## src/common/dccs_pkg.sv

```systemverilog
// Constants shared by the drive command, check and status logic.
// Assumes one 125 MHz clock and an APB slave with 32-bit data.
package dccs_pkg;
    // ==========================================================
    // Register map (byte addresses)
    localparam logic [7:0]  OFS_CTRL      = 8'h00;
    localparam logic [7:0]  OFS_STATUS    = 8'h04;
    localparam logic [7:0]  OFS_CYL       = 8'h08;
    // Control register fields and reset value
    localparam int          CTRL_LARGE    = 0;
    localparam int          CTRL_RDONLY   = 1;
    localparam logic [1:0]  CTRL_RESET    = 2'h0;
    // Status register field positions
    localparam int          ST_BADCYL     = 0;
    localparam int          ST_FAULT      = 1;
    localparam int          ST_WPROT      = 2;
    localparam int          ST_WOFS       = 3;
    localparam int          ST_WNRDY      = 4;
    localparam int          ST_WTHR       = 5;
    localparam int          ST_UNSAFE     = 6;
    localparam int          ST_BLOCK      = 7;
    localparam int          ST_EOC        = 8;
    localparam int          ST_HEAD       = 12;
    // ==========================================================
    // Command bus bits and limits
    localparam int          BUS_W         = 10;
    localparam int          BIT_WRITE     = 1;
    localparam int          BIT_FLTRST    = 6;
    localparam int          BIT_HEAD_PICK = 7;
    localparam logic [9:0]  CYL_MAX_SMALL = 10'd407;
    localparam logic [9:0]  CYL_MAX_LARGE = 10'd815;
    localparam int          NUM_HEADS     = 5;
    // ==========================================================
    // Timing
    localparam int          CLK_PERIOD_NS = 8;
    localparam int          INDEX_NS      = 4000;
    localparam int          INDEX_CYC     = INDEX_NS / CLK_PERIOD_NS;
endpackage

```

## src/core/dccs_top.sv

```systemverilog
// Drive command decode, write/seek checks and status outputs.
// Assumes pin inputs are asynchronous and APB runs on MCLK_IN.
//
// The APB interface to the registers and the register addresses were chosen for this implementation.
`timescale 1ns/1ps
// Function
// - Cylinder above variant limit raises bad cylinder
// - Offset or bad cylinder blocks seek start
// - Seek while blocked sets device fault
// - Control tag with bus bit 6 clears fault
// - Control tag with bus bit 7 selects head
// - Set-head tag loads head number
// - Three-bit head number picks one of five
// - Nonexistent head reports end of cylinder
// - Several or missing heads raise unsafe error
// - Write in read-only mode flags protect error
// - Write during offset flags error
// - Write while not ready flags error
// - Write during upper threshold flags error
// - Index pulse 4 us from gap clock
// - Combined mark is index OR sector
// - Selected handshake answers controller select
// - Tester gate switches command source to tester
// - Writing status high during write operation
module dccs_top (
    input  wire logic        MCLK_IN,
    input  wire logic        RST_IN,
    input  wire logic        PSEL_IN,
    input  wire logic        PENABLE_IN,
    input  wire logic        PWRITE_IN,
    input  wire logic [7:0]  PADDR_IN,
    input  wire logic [31:0] PWDATA_IN,
    output logic      [31:0] PRDATA_OUT,
    output logic             PREADY_OUT,
    output logic             PSLVERR_OUT,
    input  wire logic [9:0]  CTL_BUS_IN,
    input  wire logic        CTL_CONTROL_TAG_IN,
    input  wire logic        CTL_SET_HEAD_TAG_IN,
    input  wire logic        CTL_SET_CYL_TAG_IN,
    input  wire logic [9:0]  TST_BUS_IN,
    input  wire logic        TST_CONTROL_TAG_IN,
    input  wire logic        TST_SET_HEAD_TAG_IN,
    input  wire logic        TST_SET_CYL_TAG_IN,
    input  wire logic        TESTER_PRESENT_IN,
    input  wire logic        TESTER_GATE_IN,
    input  wire logic        HEAD_OFFSET_IN,
    input  wire logic        DRIVE_READY_IN,
    input  wire logic        UPPER_THRESH_IN,
    input  wire logic        GAP_CLK_IN,
    input  wire logic        SECTOR_IN,
    input  wire logic [4:0]  HEAD_SENSE_IN,
    input  wire logic        DRIVE_PICK_IN,
    input  wire logic        SPIN_UP_REQUEST_IN,
    output logic [4:0]       HEAD_SELECT_OUT,
    output logic             END_OF_CYL_OUT,
    output logic             TRACK_START_PULSE_OUT,
    output logic             COMBINED_MARK_OUT,
    output logic             DRIVE_PICKED_ACK_OUT,
    output logic             WRITING_STATUS_OUT,
    output logic             DEVICE_FAULT_OUT,
    output logic             SEEK_BLOCK_OUT,
    output logic             READY_OUT
);
    // ==========================================================
    // Input synchronisation
    localparam int SW = 40;
    logic [SW-1:0] sy;
    dccs_sync #(.WIDTH(SW)) u_sync (
        .clk_in (MCLK_IN),
        .rst_in (RST_IN),
        .d_in   ({CTL_BUS_IN, CTL_CONTROL_TAG_IN, CTL_SET_HEAD_TAG_IN, CTL_SET_CYL_TAG_IN,
                  TST_BUS_IN, TST_CONTROL_TAG_IN, TST_SET_HEAD_TAG_IN, TST_SET_CYL_TAG_IN,
                  TESTER_PRESENT_IN, TESTER_GATE_IN, HEAD_OFFSET_IN, DRIVE_READY_IN,
                  UPPER_THRESH_IN, GAP_CLK_IN, SECTOR_IN, HEAD_SENSE_IN, DRIVE_PICK_IN,
                  SPIN_UP_REQUEST_IN}),
        .q_out  (sy)
    );
    logic [9:0] tst_bus;
    logic [4:0] head_sense;
    logic       tst_ctl, tst_hd, tst_cyl, present, gate_req, offset, rdy_pin, thresh;
    logic       gap, sector, pick, spin;
    logic [9:0] ctl_bus;
    logic       ctl_ctl, ctl_hd, ctl_cyl;
    assign {ctl_bus, ctl_ctl, ctl_hd, ctl_cyl, tst_bus, tst_ctl, tst_hd, tst_cyl,
            present, gate_req, offset, rdy_pin, thresh, gap, sector, head_sense,
            pick, spin} = sy;

    // Count of asserted heads, used for unsafe and assertion checks
    function automatic logic [2:0] ones5(input logic [4:0] v);
        ones5 = 3'(v[0]) + 3'(v[1]) + 3'(v[2]) + 3'(v[3]) + 3'(v[4]);
    endfunction

    // ==========================================================
    // Command source mux and edge detection
    logic       tester_gate;
    logic [9:0] bus;
    logic       tag_ctl, tag_hd, tag_cyl, active;
    logic       ctl_q_ff, hd_q_ff, cyl_q_ff, gap_q_ff;
    assign tester_gate = present & gate_req;
    assign bus     = tester_gate ? tst_bus : ctl_bus;
    assign tag_ctl = tester_gate ? tst_ctl : ctl_ctl;
    assign tag_hd  = tester_gate ? tst_hd  : ctl_hd;
    assign tag_cyl = tester_gate ? tst_cyl : ctl_cyl;
    // Tester bypasses select so a drive can be exercised offline
    assign active  = pick | tester_gate;

    always_ff @(posedge MCLK_IN or posedge RST_IN) begin
        if (RST_IN) begin
            ctl_q_ff <= 1'b0;
            hd_q_ff  <= 1'b0;
            cyl_q_ff <= 1'b0;
            gap_q_ff <= 1'b0;
        end else begin
            ctl_q_ff <= tag_ctl;
            hd_q_ff  <= tag_hd;
            cyl_q_ff <= tag_cyl;
            gap_q_ff <= gap;
        end
    end
    logic ctl_rise, hd_rise, seek_req, write_cmd, write_rise, fault_clr, ready;
    assign ctl_rise   = tag_ctl & ~ctl_q_ff & active;
    assign hd_rise    = tag_hd & ~hd_q_ff & active;
    assign seek_req   = tag_cyl & ~cyl_q_ff & active;
    assign write_cmd  = tag_ctl & bus[dccs_pkg::BIT_WRITE] & active;
    assign write_rise = ctl_rise & bus[dccs_pkg::BIT_WRITE];
    assign fault_clr  = ctl_rise & bus[dccs_pkg::BIT_FLTRST];
    assign ready      = rdy_pin & spin;

    // ==========================================================
    // Control register and cylinder capture
    logic [1:0] ctrl_ff;
    logic [9:0] cyl_ff;
    logic       wr_ctrl;
    assign wr_ctrl = PSEL_IN & PENABLE_IN & PREADY_OUT & PWRITE_IN
                   & (PADDR_IN == dccs_pkg::OFS_CTRL);
    always_ff @(posedge MCLK_IN or posedge RST_IN) begin
        if (RST_IN) begin
            ctrl_ff <= dccs_pkg::CTRL_RESET;
        end else if (wr_ctrl) begin
            ctrl_ff <= PWDATA_IN[1:0];
        end
    end
    always_ff @(posedge MCLK_IN or posedge RST_IN) begin
        if (RST_IN) begin
            cyl_ff <= 10'h000;
        end else if (seek_req) begin
            cyl_ff <= bus;
        end
    end
    logic [9:0] cyl_limit;
    logic       cyl_bad;
    assign cyl_limit = ctrl_ff[dccs_pkg::CTRL_LARGE] ? dccs_pkg::CYL_MAX_LARGE
                                                     : dccs_pkg::CYL_MAX_SMALL;
    assign cyl_bad   = seek_req & (bus > cyl_limit);

    // ==========================================================
    // Latched check errors; a new event beats a same-cycle clear
    logic bad_cylinder_err_ff, device_fault_ff, write_protect_err_ff;
    logic write_offset_err_ff, write_not_ready_err_ff, write_threshold_err_ff;
    logic seek_block;
    assign seek_block = offset | bad_cylinder_err_ff;
    always_ff @(posedge MCLK_IN or posedge RST_IN) begin
        if (RST_IN) begin
            bad_cylinder_err_ff    <= 1'b0;
            device_fault_ff        <= 1'b0;
            write_protect_err_ff   <= 1'b0;
            write_offset_err_ff    <= 1'b0;
            write_not_ready_err_ff <= 1'b0;
            write_threshold_err_ff <= 1'b0;
        end else begin
            bad_cylinder_err_ff    <= cyl_bad | (bad_cylinder_err_ff & ~fault_clr);
            device_fault_ff        <= (seek_req & seek_block)
                                    | (device_fault_ff & ~fault_clr);
            write_protect_err_ff   <= (write_rise & ctrl_ff[dccs_pkg::CTRL_RDONLY])
                                    | (write_protect_err_ff & ~fault_clr);
            write_offset_err_ff    <= (write_rise & offset)
                                    | (write_offset_err_ff & ~fault_clr);
            write_not_ready_err_ff <= (write_rise & ~ready)
                                    | (write_not_ready_err_ff & ~fault_clr);
            write_threshold_err_ff <= (write_rise & thresh)
                                    | (write_threshold_err_ff & ~fault_clr);
        end
    end

    // ==========================================================
    // Head address and selection
    logic [2:0] head_number_ff;
    logic       head_pick_cmd_ff, heads_unsafe_err_ff, head_valid;
    logic [4:0] nxt_head_sel;
    always_ff @(posedge MCLK_IN or posedge RST_IN) begin
        if (RST_IN) begin
            head_number_ff   <= 3'h0;
            head_pick_cmd_ff <= 1'b0;
        end else begin
            if (hd_rise) begin
                head_number_ff <= bus[2:0];
            end
            if (ctl_rise) begin
                head_pick_cmd_ff <= bus[dccs_pkg::BIT_HEAD_PICK];
            end
        end
    end
    assign head_valid = head_number_ff < 3'(dccs_pkg::NUM_HEADS);
    // Weights 1, 2, 4 map to one line for heads 0 to 4, none for 5 to 7
    assign nxt_head_sel = (head_pick_cmd_ff && head_valid)
                        ? 5'(5'h01 << head_number_ff) : 5'h00;
    always_ff @(posedge MCLK_IN or posedge RST_IN) begin
        if (RST_IN) begin
            heads_unsafe_err_ff <= 1'b0;
        end else begin
            heads_unsafe_err_ff <= (ones5(head_sense) > 3'h1)
                                 | (head_pick_cmd_ff & head_valid & (head_sense == 5'h00));
        end
    end

    // ==========================================================
    // Index pulse and registered outputs
    logic        track_start_pulse;
    logic [15:0] pulse_len_ff;
    dccs_pulse #(.LEN(dccs_pkg::INDEX_CYC)) u_index (
        .clk_in    (MCLK_IN),
        .rst_in    (RST_IN),
        .trig_in   (gap & ~gap_q_ff),
        .pulse_out (track_start_pulse)
    );
    // Counts high cycles of the pulse; a short repeat could not see 500 of them
    always_ff @(posedge MCLK_IN or posedge RST_IN) begin
        if (RST_IN) begin
            pulse_len_ff <= 16'h0000;
        end else if (track_start_pulse) begin
            pulse_len_ff <= pulse_len_ff + 16'h0001;
        end else begin
            pulse_len_ff <= 16'h0000;
        end
    end
    always_ff @(posedge MCLK_IN or posedge RST_IN) begin
        if (RST_IN) begin
            HEAD_SELECT_OUT       <= 5'h00;
            END_OF_CYL_OUT        <= 1'b0;
            TRACK_START_PULSE_OUT <= 1'b0;
            COMBINED_MARK_OUT     <= 1'b0;
            DRIVE_PICKED_ACK_OUT  <= 1'b0;
            WRITING_STATUS_OUT    <= 1'b0;
            DEVICE_FAULT_OUT      <= 1'b0;
            SEEK_BLOCK_OUT        <= 1'b0;
            READY_OUT             <= 1'b0;
        end else begin
            HEAD_SELECT_OUT       <= nxt_head_sel;
            END_OF_CYL_OUT        <= ~head_valid;
            TRACK_START_PULSE_OUT <= track_start_pulse;
            COMBINED_MARK_OUT     <= track_start_pulse | sector;
            DRIVE_PICKED_ACK_OUT  <= pick;
            WRITING_STATUS_OUT    <= write_cmd;
            DEVICE_FAULT_OUT      <= device_fault_ff;
            SEEK_BLOCK_OUT        <= seek_block;
            READY_OUT             <= ready;
        end
    end

    // ==========================================================
    // APB slave: data captured in setup, answered in first access
    logic [15:0] status;
    assign status = {1'b0, head_number_ff, 3'h0, END_OF_CYL_OUT, seek_block,
                     heads_unsafe_err_ff, write_threshold_err_ff, write_not_ready_err_ff,
                     write_offset_err_ff, write_protect_err_ff, device_fault_ff,
                     bad_cylinder_err_ff};
    always_ff @(posedge MCLK_IN or posedge RST_IN) begin
        if (RST_IN) begin
            PREADY_OUT  <= 1'b0;
            PRDATA_OUT  <= 32'h00000000;
            PSLVERR_OUT <= 1'b0;
        end else begin
            PREADY_OUT  <= PSEL_IN & ~PENABLE_IN;
            PSLVERR_OUT <= 1'b0;
            PRDATA_OUT  <= 32'h00000000;
            if (PSEL_IN && !PENABLE_IN) begin
                case (PADDR_IN)
                    dccs_pkg::OFS_CTRL:   PRDATA_OUT <= {30'h0, ctrl_ff};
                    dccs_pkg::OFS_STATUS: PRDATA_OUT <= {16'h0, status};
                    dccs_pkg::OFS_CYL:    PRDATA_OUT <= {22'h0, cyl_ff};
                    default:              PSLVERR_OUT <= 1'b1;
                endcase
            end
        end
    end
endmodule

```

## src/core/dccs_sync.sv

```systemverilog
// Two-stage synchroniser for a vector of unrelated level inputs.
// Assumes each bit is a slow level; bits are not coherent as a word.
`timescale 1ns/1ps
module dccs_sync #(
    parameter int WIDTH = 1
) (
    input  wire logic             clk_in,
    input  wire logic             rst_in,
    input  wire logic [WIDTH-1:0] d_in,
    output logic      [WIDTH-1:0] q_out
);
    logic [WIDTH-1:0] meta_ff;

    // ==========================================================
    // First stage feeds only the second stage
    always_ff @(posedge clk_in or posedge rst_in) begin
        if (rst_in) begin
            meta_ff <= '0;
            q_out   <= '0;
        end else begin
            meta_ff <= d_in;
            q_out   <= meta_ff;
        end
    end
endmodule

```

## src/core/dccs_pulse.sv

```systemverilog
// Fixed-length pulse generator started by a one-cycle trigger.
// Assumes triggers during a running pulse are ignored.
`timescale 1ns/1ps
module dccs_pulse #(
    parameter int LEN = 2
) (
    input  wire logic clk_in,
    input  wire logic rst_in,
    input  wire logic trig_in,
    output logic      pulse_out
);
    logic [15:0] cnt_ff;

    // ==========================================================
    // Down counter; output high while counting
    always_ff @(posedge clk_in or posedge rst_in) begin
        if (rst_in) begin
            cnt_ff    <= 16'h0000;
            pulse_out <= 1'b0;
        end else if (trig_in && !pulse_out) begin
            cnt_ff    <= 16'(LEN - 1);
            pulse_out <= 1'b1;
        end else if (cnt_ff != 16'h0000) begin
            cnt_ff    <= cnt_ff - 16'h0001;
        end else begin
            pulse_out <= 1'b0;
        end
    end
endmodule

```

## config.mk

```make
export PLATFORM = sky130hd
export DESIGN_NAME = dccs_top
export DESIGN_NICKNAME = d
export VERILOG_FILES = /design/src/common/dccs_pkg.sv /design/src/core/dccs_top.sv /design/src/core/dccs_sync.sv /design/src/core/dccs_pulse.sv
export SDC_FILE = /design/constraint.sdc
export NUM_CORES = 1
export LEC_CHECK = 0
export ABC_AREA = 1
export CAP_MARGIN = 15
export CORE_ASPECT_RATIO = 0.5
export CORE_MARGIN = 1.5
export CORE_UTILIZATION = 25
export DETAILED_ROUTE_END_ITERATION = 7
export DONT_BUFFER_PORTS = 1
export HOLD_SLACK_MARGIN = 0.15
export PLACE_DENSITY_LB_ADDON = 0.08
export SKIP_CTS_REPAIR_TIMING = 1
export SYNTH_ARGS = -nofsm -noshare
export SYNTH_HDL_FRONTEND = slang
export SYNTH_SLANG_ARGS = --single-unit
```

## constraint.sdc

```tcl
create_clock -name MCLK_IN -period 4.9 [get_ports MCLK_IN]
set_input_delay 0.49 -clock MCLK_IN [delete_from_list [all_inputs] [get_ports MCLK_IN]]
set_output_delay 0.49 -clock MCLK_IN [all_outputs]
set_load 0.005 [all_outputs]
```

# Word-level counts from Yosys, hierarchy flattened
# Index checks and enable logic that the tools add are counted.
[totals] reg_bits=171 latchBits=0 mem_bits_rw=0 romBits=0 inputBits=85 output_inout_bits=47 wordCells=117 memories=0
[classes] n_addsub=5 n_mul=0 div=0 n_lt_le_gt_ge=3 n_eq_ne=3 shift=1 n_mux=14 n_bitwise=50 n_reduce_logical=10
[ops] op="15-bit one-hot mux with 3 select lines" count=1
[ops] op="1-bit AND" count=32
[ops] op="16-bit 2-to-1 mux" count=2
[ops] op="10-bit 2-to-1 mux" count=2
[ops] op="16-bit nonzero test" count=1
[ops] op="16-bit by 1-bit subtractor with 16-bit output, second input constant" count=1
[ops] op="15-bit 2-to-1 mux" count=1
[ops] op="10-bit greater-than comparator" count=1
[ops] op="1-bit bitwise OR" count=10
[ops] op="8-bit by 3-bit equality test with 1-bit output, second input constant" count=1
[ops] op="8-bit by 4-bit equality test with 1-bit output, second input constant" count=1
[ops] op="8-bit zero test" count=1
[ops] op="1-bit inverter" count=8
[ops] op="1-bit 2-to-1 mux" count=7
[ops] op="3-bit by 1-bit adder with 3-bit output" count=2
[ops] op="5-bit zero test" count=1
[ops] op="5-bit 2-to-1 mux" count=1
[ops] op="1-bit by 3-bit left shift with 5-bit output, first input constant" count=1
[ops] op="2-bit by 1-bit adder with 3-bit output" count=1
[ops] op="3-bit by 1-bit greater-than comparator with 1-bit output, second input constant" count=1
[ops] op="1-bit logical AND" count=3
[ops] op="3-bit less-than comparator, second input constant" count=1
[ops] op="3-bit OR reduction" count=1
[ops] op="1-bit by 1-bit adder with 2-bit output" count=1
[ops] op="other kinds (3)" count=4

# Longest topological paths before layout
# Gate-level depths: netlist (run 1).
[logic_depth] word_depth=8 depth_mapped=12 ltp_nobuf=12

# Modules after synthesis
# Synthesis (run 1) repeated with hierarchy kept, for this count alone.
[unflattened] cells_unflattened=556 area_unflattened_um2=5783.0
[modules_own_cells] mod="dccs_top" n_inst=1 cells_each=324 area_per_inst_um2=2718.9 seq_area_each_um2=1376.3
[modules_own_cells] mod="dccs_sync" n_inst=1 cells_each=81 area_per_inst_um2=2005.7 seq_area_each_um2=2001.9
[modules_own_cells] mod="dccs_pulse" n_inst=1 cells_each=151 area_per_inst_um2=1058.5 seq_area_each_um2=425.4

# Worst setup path after synthesis (run 1)
# OpenSTA, ideal clock, no wires.
[synth_timing] path_type="register to register" from="register u_sync.q_out[13]" to="register bad_cylinder_err_ff" setup_ns=0.116 arrival_ns=1.523 t_required_ns=4.784 path_slack_ns=3.261 stages_incl_launch_ff=12 n_path_buf=1 synth_period_minus_slack_ns=1.639 cell_sequence="dfrtp_1 -> nand2_4 -> clkbuf_8 -> nand2_1 -> nand2_1 -> ha_1 -> a21oi_1 -> nand2_1 -> nand3_1 -> nand3_1 -> nand2_1 -> nand2_1"
[synth_via] word_cells_on_any_way=15
[synth_lines] item="start, declared" line="dccs_sync.sv:10" rtl="output logic [WIDTH-1:0] q_out"
[synth_lines] item="start signal, assigned" line="dccs_sync.sv:22" rtl="q_out <= meta_ff;"
[synth_lines] item="1-bit AND" line="dccs_top.sv:99" rtl="assign tester_gate = present & gate_req;"
[synth_lines] item="10-bit 2-to-1 mux" line="dccs_top.sv:100" rtl="assign bus = tester_gate ? tst_bus : ctl_bus;"
[synth_lines] item="via bus[5]" line="dccs_top.sv:96" rtl="logic [9:0] bus;"
[synth_lines] item="10-bit greater-than comparator" line="dccs_top.sv:154" rtl="assign cyl_bad = seek_req & (bus > cyl_limit);"
[synth_lines] item="1-bit AND" line="dccs_top.sv:154"
[synth_lines] item="1-bit bitwise OR" line="dccs_top.sv:171" rtl="bad_cylinder_err_ff <= cyl_bad | (bad_cylinder_err_ff & ~fault_clr);"
[synth_lines] item="end signal, assigned" line="dccs_top.sv:171"
[synth_lines] item="end, declared" line="dccs_top.sv:158" rtl="logic bad_cylinder_err_ff, device_fault_ff, write_protect_err_ff;"
# The timed path passes the listed nets, and every way through them passes these cells.
# A chain may end at the register's enable or synchronous reset.

# Final worst setup path (run 1)
# Same ends and word-level chain as after synthesis.

==> results.yml, run 1 <==
run_status:
  status: "completed"
synth:
  synth_area_per_cell_um2: 10.53
  ys_warn_count: 0
  synthCells: 542
  seq_area_frac_synth: 0.6664
  yosys_register_bits: 152
  ys_types: 36
  synth_area_um2: 5708
timing:
  fin_hold_ws_ps: 217.0
  timing.final.crit_share: 0.4163
  tns_ps: 0
  report.final.slew_viol_count: 0
  slew_headroom: 0.5467
  setup_viol: 0
  clock.fmax_mhz: 490.3
  setup_slack_ps: 2860
  hold_viol: 0
  rsz0062_at_grt: "false"
  skew_ps: 7.994
  worst_slew_pin_slew_ps: 680.0
  min_period_ps: 2040
detailed_routing:
  viasPerCell: 3.897
  wl_per_cell_um: 13.54
  drc: 0
  vias: 3562
  drt_iter0_markers: 207
  dr.pass1.iters: 4
  drt-total-wl_um: 12380
  postRouteAntennaNets: 0
worst_setup_path:
  reg2reg_from: "u_sync.q_out[13]$_DFF_PP0_"
  arrival_ps: 2360
  r2r_cells: 12
  cp.required_ps: 5220
  cp-start-kind: "flop"
  crit_path_end: "bad_cylinder_err_ff$_DFF_PP0_"
  crit_fanout: 15
  end_kind: "flop"
  timing_worst_setup_path_type: "flop to flop"
  setup.worst_path.start: "u_sync.q_out[13]$_DFF_PP0_"
  r2r_slack_ps: 2860
  reg2reg_to: "bad_cylinder_err_ff$_DFF_PP0_"
placed_design:
  dpl.cell_count: 840
  dpl_cell_area_um2: 6000
  port_buffers: 0
  post-dp-hpwl_um: 8680
  dp_slack_ps: 2822
  place.gp.congestion: 0.8149
floorplan:
  io_pins: 132
  die_area_um2: 23800
  dieHeight_um: 109.8
  num_rows: 38
  die-width_um: 216.7
  core_um2: 22010
  start_util: 0.2593
layout:
  final_cells: 914
  drive_gt1_frac: 0.09283
  fin_util: 0.3202
  final_common_cell: "dfrtp_1"
  area_growth_pct: 23.50
  diodes: 0
  fin_area_um2: 7049
  final_cell_mix: "dfrtp_1 (152), nand2_1 (131), inv_1 (65)"
  layout.nets: 696
global_routing:
  grt_max_degree: 75
  track_usage: 0.1152
  grt_pass1_wl_um: 19840
  antenna_found_initial: 0
  grt_pass1_vias: 3570
  grt-ovfl-total: 0
power_and_ir_drop:
  pwr_density_cell_nw_per_um2: 450.1
  p_leak_nw: 3.424
  pwr-share-seq: 0.460
  combPwrFrac: 0.098
  swShare: 0.2512
  ir_drop_v: 0.0001826
  switchingPower_mw: 0.7970
  power_mw: 3.173
  p_int_mw: 2.376
  power_frac_clock: 0.442
clock_tree:
  clk_pin_slew_worst_paths_ps: 60
  cts_root_buf: "clkbuf_16"
  numCtsBuffers: 17
  cts_buffer_depth: 2
  clk_latency_ps: 440
  cts.htree.levels: 4
  cts_tree: "built"
  clock_sinks: 152
worst_hold_path:
  min_path_type: "primary input to flop"
flow_run:
  cap_violations: 0
## sequential cells by signal, indices dropped and copies added, names as in the netlist, 2 cells and up
name and count:
u_sync.q_out 40, PRDATA_OUT 13, head_number_ff 3, HEAD_SELECT_OUT 5
u_index.cnt_ff 16, u_sync.meta_ff 40, cyl_ff 10, ctrl_ff 2
## worst min-delay path by stage
stage,from,to,slack [ps],depth (start not counted)
after floorplan,u_sync.meta_ff[0]$_DFF_PP0_,u_sync.q_out[0]$_DFF_PP0_,330,0
after global placement,u_sync.meta_ff[1]$_DFF_PP0_,u_sync.q_out[1]$_DFF_PP0_,330,0
after detailed placement,u_sync.meta_ff[13]$_DFF_PP0_,u_sync.q_out[13]$_DFF_PP0_,330,0
after CTS,RST_IN,u_sync.meta_ff[16]$_DFF_PP0_,40,1
after global routing,PWDATA_IN[1],ctrl_ff[1]$_DFFE_PP0P_,190,2
final,PSEL_IN,PREADY_OUT$_DFF_PP0_,220,2
## area by class of cell
type,count,area (µm²)
repair buffers,44,435.4
inverters,70,272.8
clock buffers,20,456.7
flip-flops and latches,152,3804
clock inverters,12,172.7
multi-input cells,316,1533
fillers,2276,14960
well taps,300,375.4
## worst max-delay path: stages, from the launching register on
cell and delay, ps:
dfrtp_1 490, nand2_4 240, clkinv_4 140, nand2_1 80, nand2_1 110, ha_1 340
nand2_1 60, nor2_1 80, nand2_1 60, nor2_1 100, a21oi_1 60, nand2_1 100
nand2_1 50
## cells by family (layout without fill, tap and decap cells)
family	count (synthesis)	after routing	synth area share
other	1	19	0.0006570
adders and majority gates	10	10	0.02324
buffers and inverters	92	146	0.07694
and+or+nand+nor	251	251	0.1940
DFF	152	152	0.6664
xor gates and xnor gates	4	4	0.006139
AOI/OAI and AO/OA	32	32	0.03266
## metal layers
| layer | vias up | track usage | share of wire |
|---|---|---|---|
| li1 | 1770 | - | - |
| met1 | 1712 | 0.1474 | 0.50 |
| met2 | 59 | 0.1717 | 0.44 |
| met3 | 21 | 0.03956 | 0.039 |
| met4 | 0 | 0.06399 | 0.022 |
| met5 | - | 0 | 0 |
## cell usage after synthesis
cell	count	share of area
dfrtp_1	152	0.67
nand2_1	131	0.086
inv_1	66	0.043
nor2_1	49	0.032
nand3_1	40	0.035
buf_4	19	0.025
o21ai_0	15	0.013
a21oi_1	9	0.0079
ha_1	9	0.020
nor3_1	9	0.0079
o21ai_2	5	0.0077
inv_2	3	0.0020
nand4_1	3	0.0033
nor4_1	3	0.0033
xor2_1	3	0.0046
nand2_2	2	0.0022
nand2_4	2	0.0039
nand3b_1	2	0.0026
nor2_2	2	0.0022
or2_2	2	0.0022
buf_6	1	0.0020
clkbuf_1	1	0.00066
clkbuf_8	1	0.0024
clkinv_4	1	0.0015
conb_1	1	0.00066
fa_1	1	0.0035
nand3_2	1	0.0018
nand3_4	1	0.0031
nand3b_2	1	0.0020
nor3_2	1	0.0018
nor3_4	1	0.0029
o211ai_1	1	0.0013
o21a_1	1	0.0013
o31ai_1	1	0.0013
or2_4	1	0.0015
xnor2_1	1	0.0015
## power groups by stage
stage               sequential (mW)  combinational [mW]  clock [mW]
floorplan                      1.46               0.243           0
global placement               1.49               0.288           0
global route                   1.48               0.370        1.50
detailed placement             1.49               0.290           0
CTS                            1.46               0.293        1.46
finish                         1.46               0.311        1.40
No activity file was read; power rests on OpenSTA's default activity.
==> run 2: changes to the inputs <==
- ABC_AREA: 1 -> 0
- clock period: 4.9 -> 1.8 ns (I/O delays scaled with it)
==> run 2 against run 1 <==
The flow now finishes with violations (negative setup slack); sequential power rose to 2.8 times the previous value; via count is 8.9% lower; clock-buffer cell count decreased by 3; critical path type unchanged; synthesized cell count decreased by 27%; first-iteration DRC count fell by 55%; clock power grew to 2.6 times the previous value; combinational power grew to 3.5 times the previous value; highest routed layer unchanged.
==> results.yml, run 2 <==
floorplan:
  num_rows: 37
  start_util: 0.2597
  die-width_um: 211.5
  io_pins: 132
  die_area_um2: 22680
  core_um2: 20930
  dieHeight_um: 107.3
placed_design:
  dpl.cell_count: 721
  post-dp-hpwl_um: 8648
  dp_slack_ps: -247.1
  port_buffers: 0
  dpl_cell_area_um2: 6103
  place.gp.congestion: 0.7338
detailed_routing:
  drc: 0
  viasPerCell: 4.032
  postRouteAntennaNets: 0
  dr.pass1.iters: 4
  wl_per_cell_um: 14.69
  drt-total-wl_um: 11820
  drt_iter0_markers: 94
  vias: 3246
layout:
  nFillCells: 2091
  final_cells: 805
  final_cell_mix: "dfrtp_1 (152), dlygate4sd3_1 (50), buf_4 (37)"
  top_regs: "u_sync.meta_ff x40, u_sync.q_out x40, u_index.cnt_ff x16"
  final_common_cell: "dfrtp_1"
  fin_util: 0.3500
  fin_area_um2: 7325
  drive_gt1_frac: 0.2398
  diodes: 0
  layout.nets: 595
  area_growth_pct: 34.79
timing:
  timing.final.crit_share: 1.082
  min_period_ps: 1947
  setup_viol: 5
  report.final.slew_viol_count: 0
  setup_slack_ps: -147.5
  rsz0062_at_grt: "true"
  clock.fmax_mhz: 513.5
  worst_slew_pin_slew_ps: 624.2
  hold_viol: 0
  tns_ps: -533.5
  slew_headroom: 0.5830
  skew_ps: 7.227
  fin_hold_ws_ps: 122.3
global_routing:
  grt_pass1_vias: 3379
  antenna_found_initial: 0
  track_usage: 0.1138
  grt_max_degree: 38
  grt_pass1_wl_um: 18720
  grt-ovfl-total: 0
worst_setup_path:
  arrival_ps: 2310
  end_kind: "flop"
  crit_path_max_incr_delay_ps: 420
  critical_path.cell_chain: "inv_2, ha_4, or3b_4, nor3_4, nand3_2, or4_4, a21oi_2"
  cp.required_ps: 2160
  crit_fanout: 3
  cp-start-kind: "flop"
  slowest_stage: "or4_4"
  timing_worst_setup_path_type: "flop to flop"
synth:
  ys_warn_count: 0
  yosys-top-cells-count: "dfrtp_1 (152), nor2_1 (34), buf_4 (19), nand2_1 (18), a21oi_1 (17)"
  postSynth.asyncResetShare: 1.000
  synthCells: 395
  synth.area.top_cells: "dfrtp_1 (70%), mux2_2 (2.7%), buf_4 (2.6%), nor2_1 (2.3%), ha_1 (2.1%)"
  synth_area_per_cell_um2: 13.76
  synthMostInstantiatedCell: "dfrtp_1"
  ys.flop_type: "dfrtp_1"
  ys_types: 54
  synth_top_cell_by_area: "dfrtp_1"
  synth_area_um2: 5434
  synth_top_area_share: 0.7000
  synth_edf_count: 0
  yosys_register_bits: 152
  seq_area_frac_synth: 0.7000
flow_run:
  cap_violations: 0
clock_tree:
  cts_tree: "built"
  cts_root_buf: "clkbuf_16"
  clock_sinks: 152
  cts_buffer_depth: 2
  clk_latency_ps: 430
  numCtsBuffers: 17
  cts.htree.levels: 4
  clk_pin_slew_worst_paths_ps: 60
power_and_ir_drop:
  p_leak_nw: 3.243
  pwr_density_cell_nw_per_um2: 1198
  power_mw: 8.777
  ir_drop_v: 0.0004540
worst_hold_path:
  min_path_type: "primary input to flop"
run_status:
  status: "complete, but fails checks"
  violations: "negative setup slack"
## run 2: changes by cell type after synthesis, moves of 5 or more
cell | before | now
a21oi_1 | 9 | 17
a22o_1 | 0 | 5
a22oi_1 | 0 | 7
inv_1 | 66 | 9
mux2_2 | 0 | 13
mux2i_1 | 0 | 9
nand2_1 | 131 | 18
nand2b_1 | 0 | 5
nand3_1 | 40 | 14
nor2_1 | 49 | 34
nor2b_1 | 0 | 5
o21ai_0 | 15 | 3
o21ai_2 | 5 | 0
## run 2: cell type report
class                      instances  area [µm²]  share of cell area
timing repair buffer              93       880.8              0.1203
multi-input combinational        227        1632              0.2228
tap                              292       365.4             0.04988
clock inverter                    15       180.2             0.02460
inverter                           9       37.54            0.005125
sequential                       152        3804              0.5193
clock buffer                      17       425.4             0.05808
## run 2: where the power goes
group	total [mW]	internal [mW]	switching (mW)
Clock	3.63	2.10	1.53
Sequential	4.05	3.76	0.290
Combinational	1.09	0.588	0.506
## run 2: final timing paths
check,endpoint,slack (ps),depth (start not counted),start
setup / recovery,u_index.cnt_ff[12]$_DFFE_PP0P_,-150,7,u_index.cnt_ff[0]$_DFFE_PP0P_
hold / removal,PRDATA_OUT[0]$_DFF_PP0_,120,4,PADDR_IN[2]
setup reg to reg,u_index.cnt_ff[12]$_DFFE_PP0P_,-150,7,u_index.cnt_ff[0]$_DFFE_PP0P_
hold reg to reg,u_sync.q_out[37]$_DFF_PP0_,340,0,u_sync.meta_ff[37]$_DFF_PP0_
max in group asynchronous,HEAD_SELECT_OUT[2]$_DFF_PP0_,910,3,RST_IN
min in group asynchronous,u_sync.q_out[20]$_DFF_PP0_,310,2,RST_IN
## run 2: worst max-delay path, delay by kind of cell (launching register included)
family          cells  cell delay (ps)
fa+ha+maj           1              130
buf+inv             1               90
flops               1              390
compound gates      1              140
simple gates        4             1110
## run 2: per-layer routing
layer  vias to the layer above  track usage  part of all wire
li1                       1550            -                 -
met1                      1635       0.1458              0.48
met2                        42       0.1682              0.47
met3                        19      0.04405             0.036
met4                         0      0.05510             0.018
met5                         -            0                 0
## run 2: cells by family after synthesis
group,count (synthesis),share of synthesized area
other,1,0.0006901
and+or+nand+nor,124,0.1283
AOI/OAI and AO/OA,46,0.05641
adders and majority gates,10,0.02441
muxes,22,0.04352
buffers and inverters,34,0.03707
DFF,152,0.7000
xor gates and xnor gates,6,0.009671
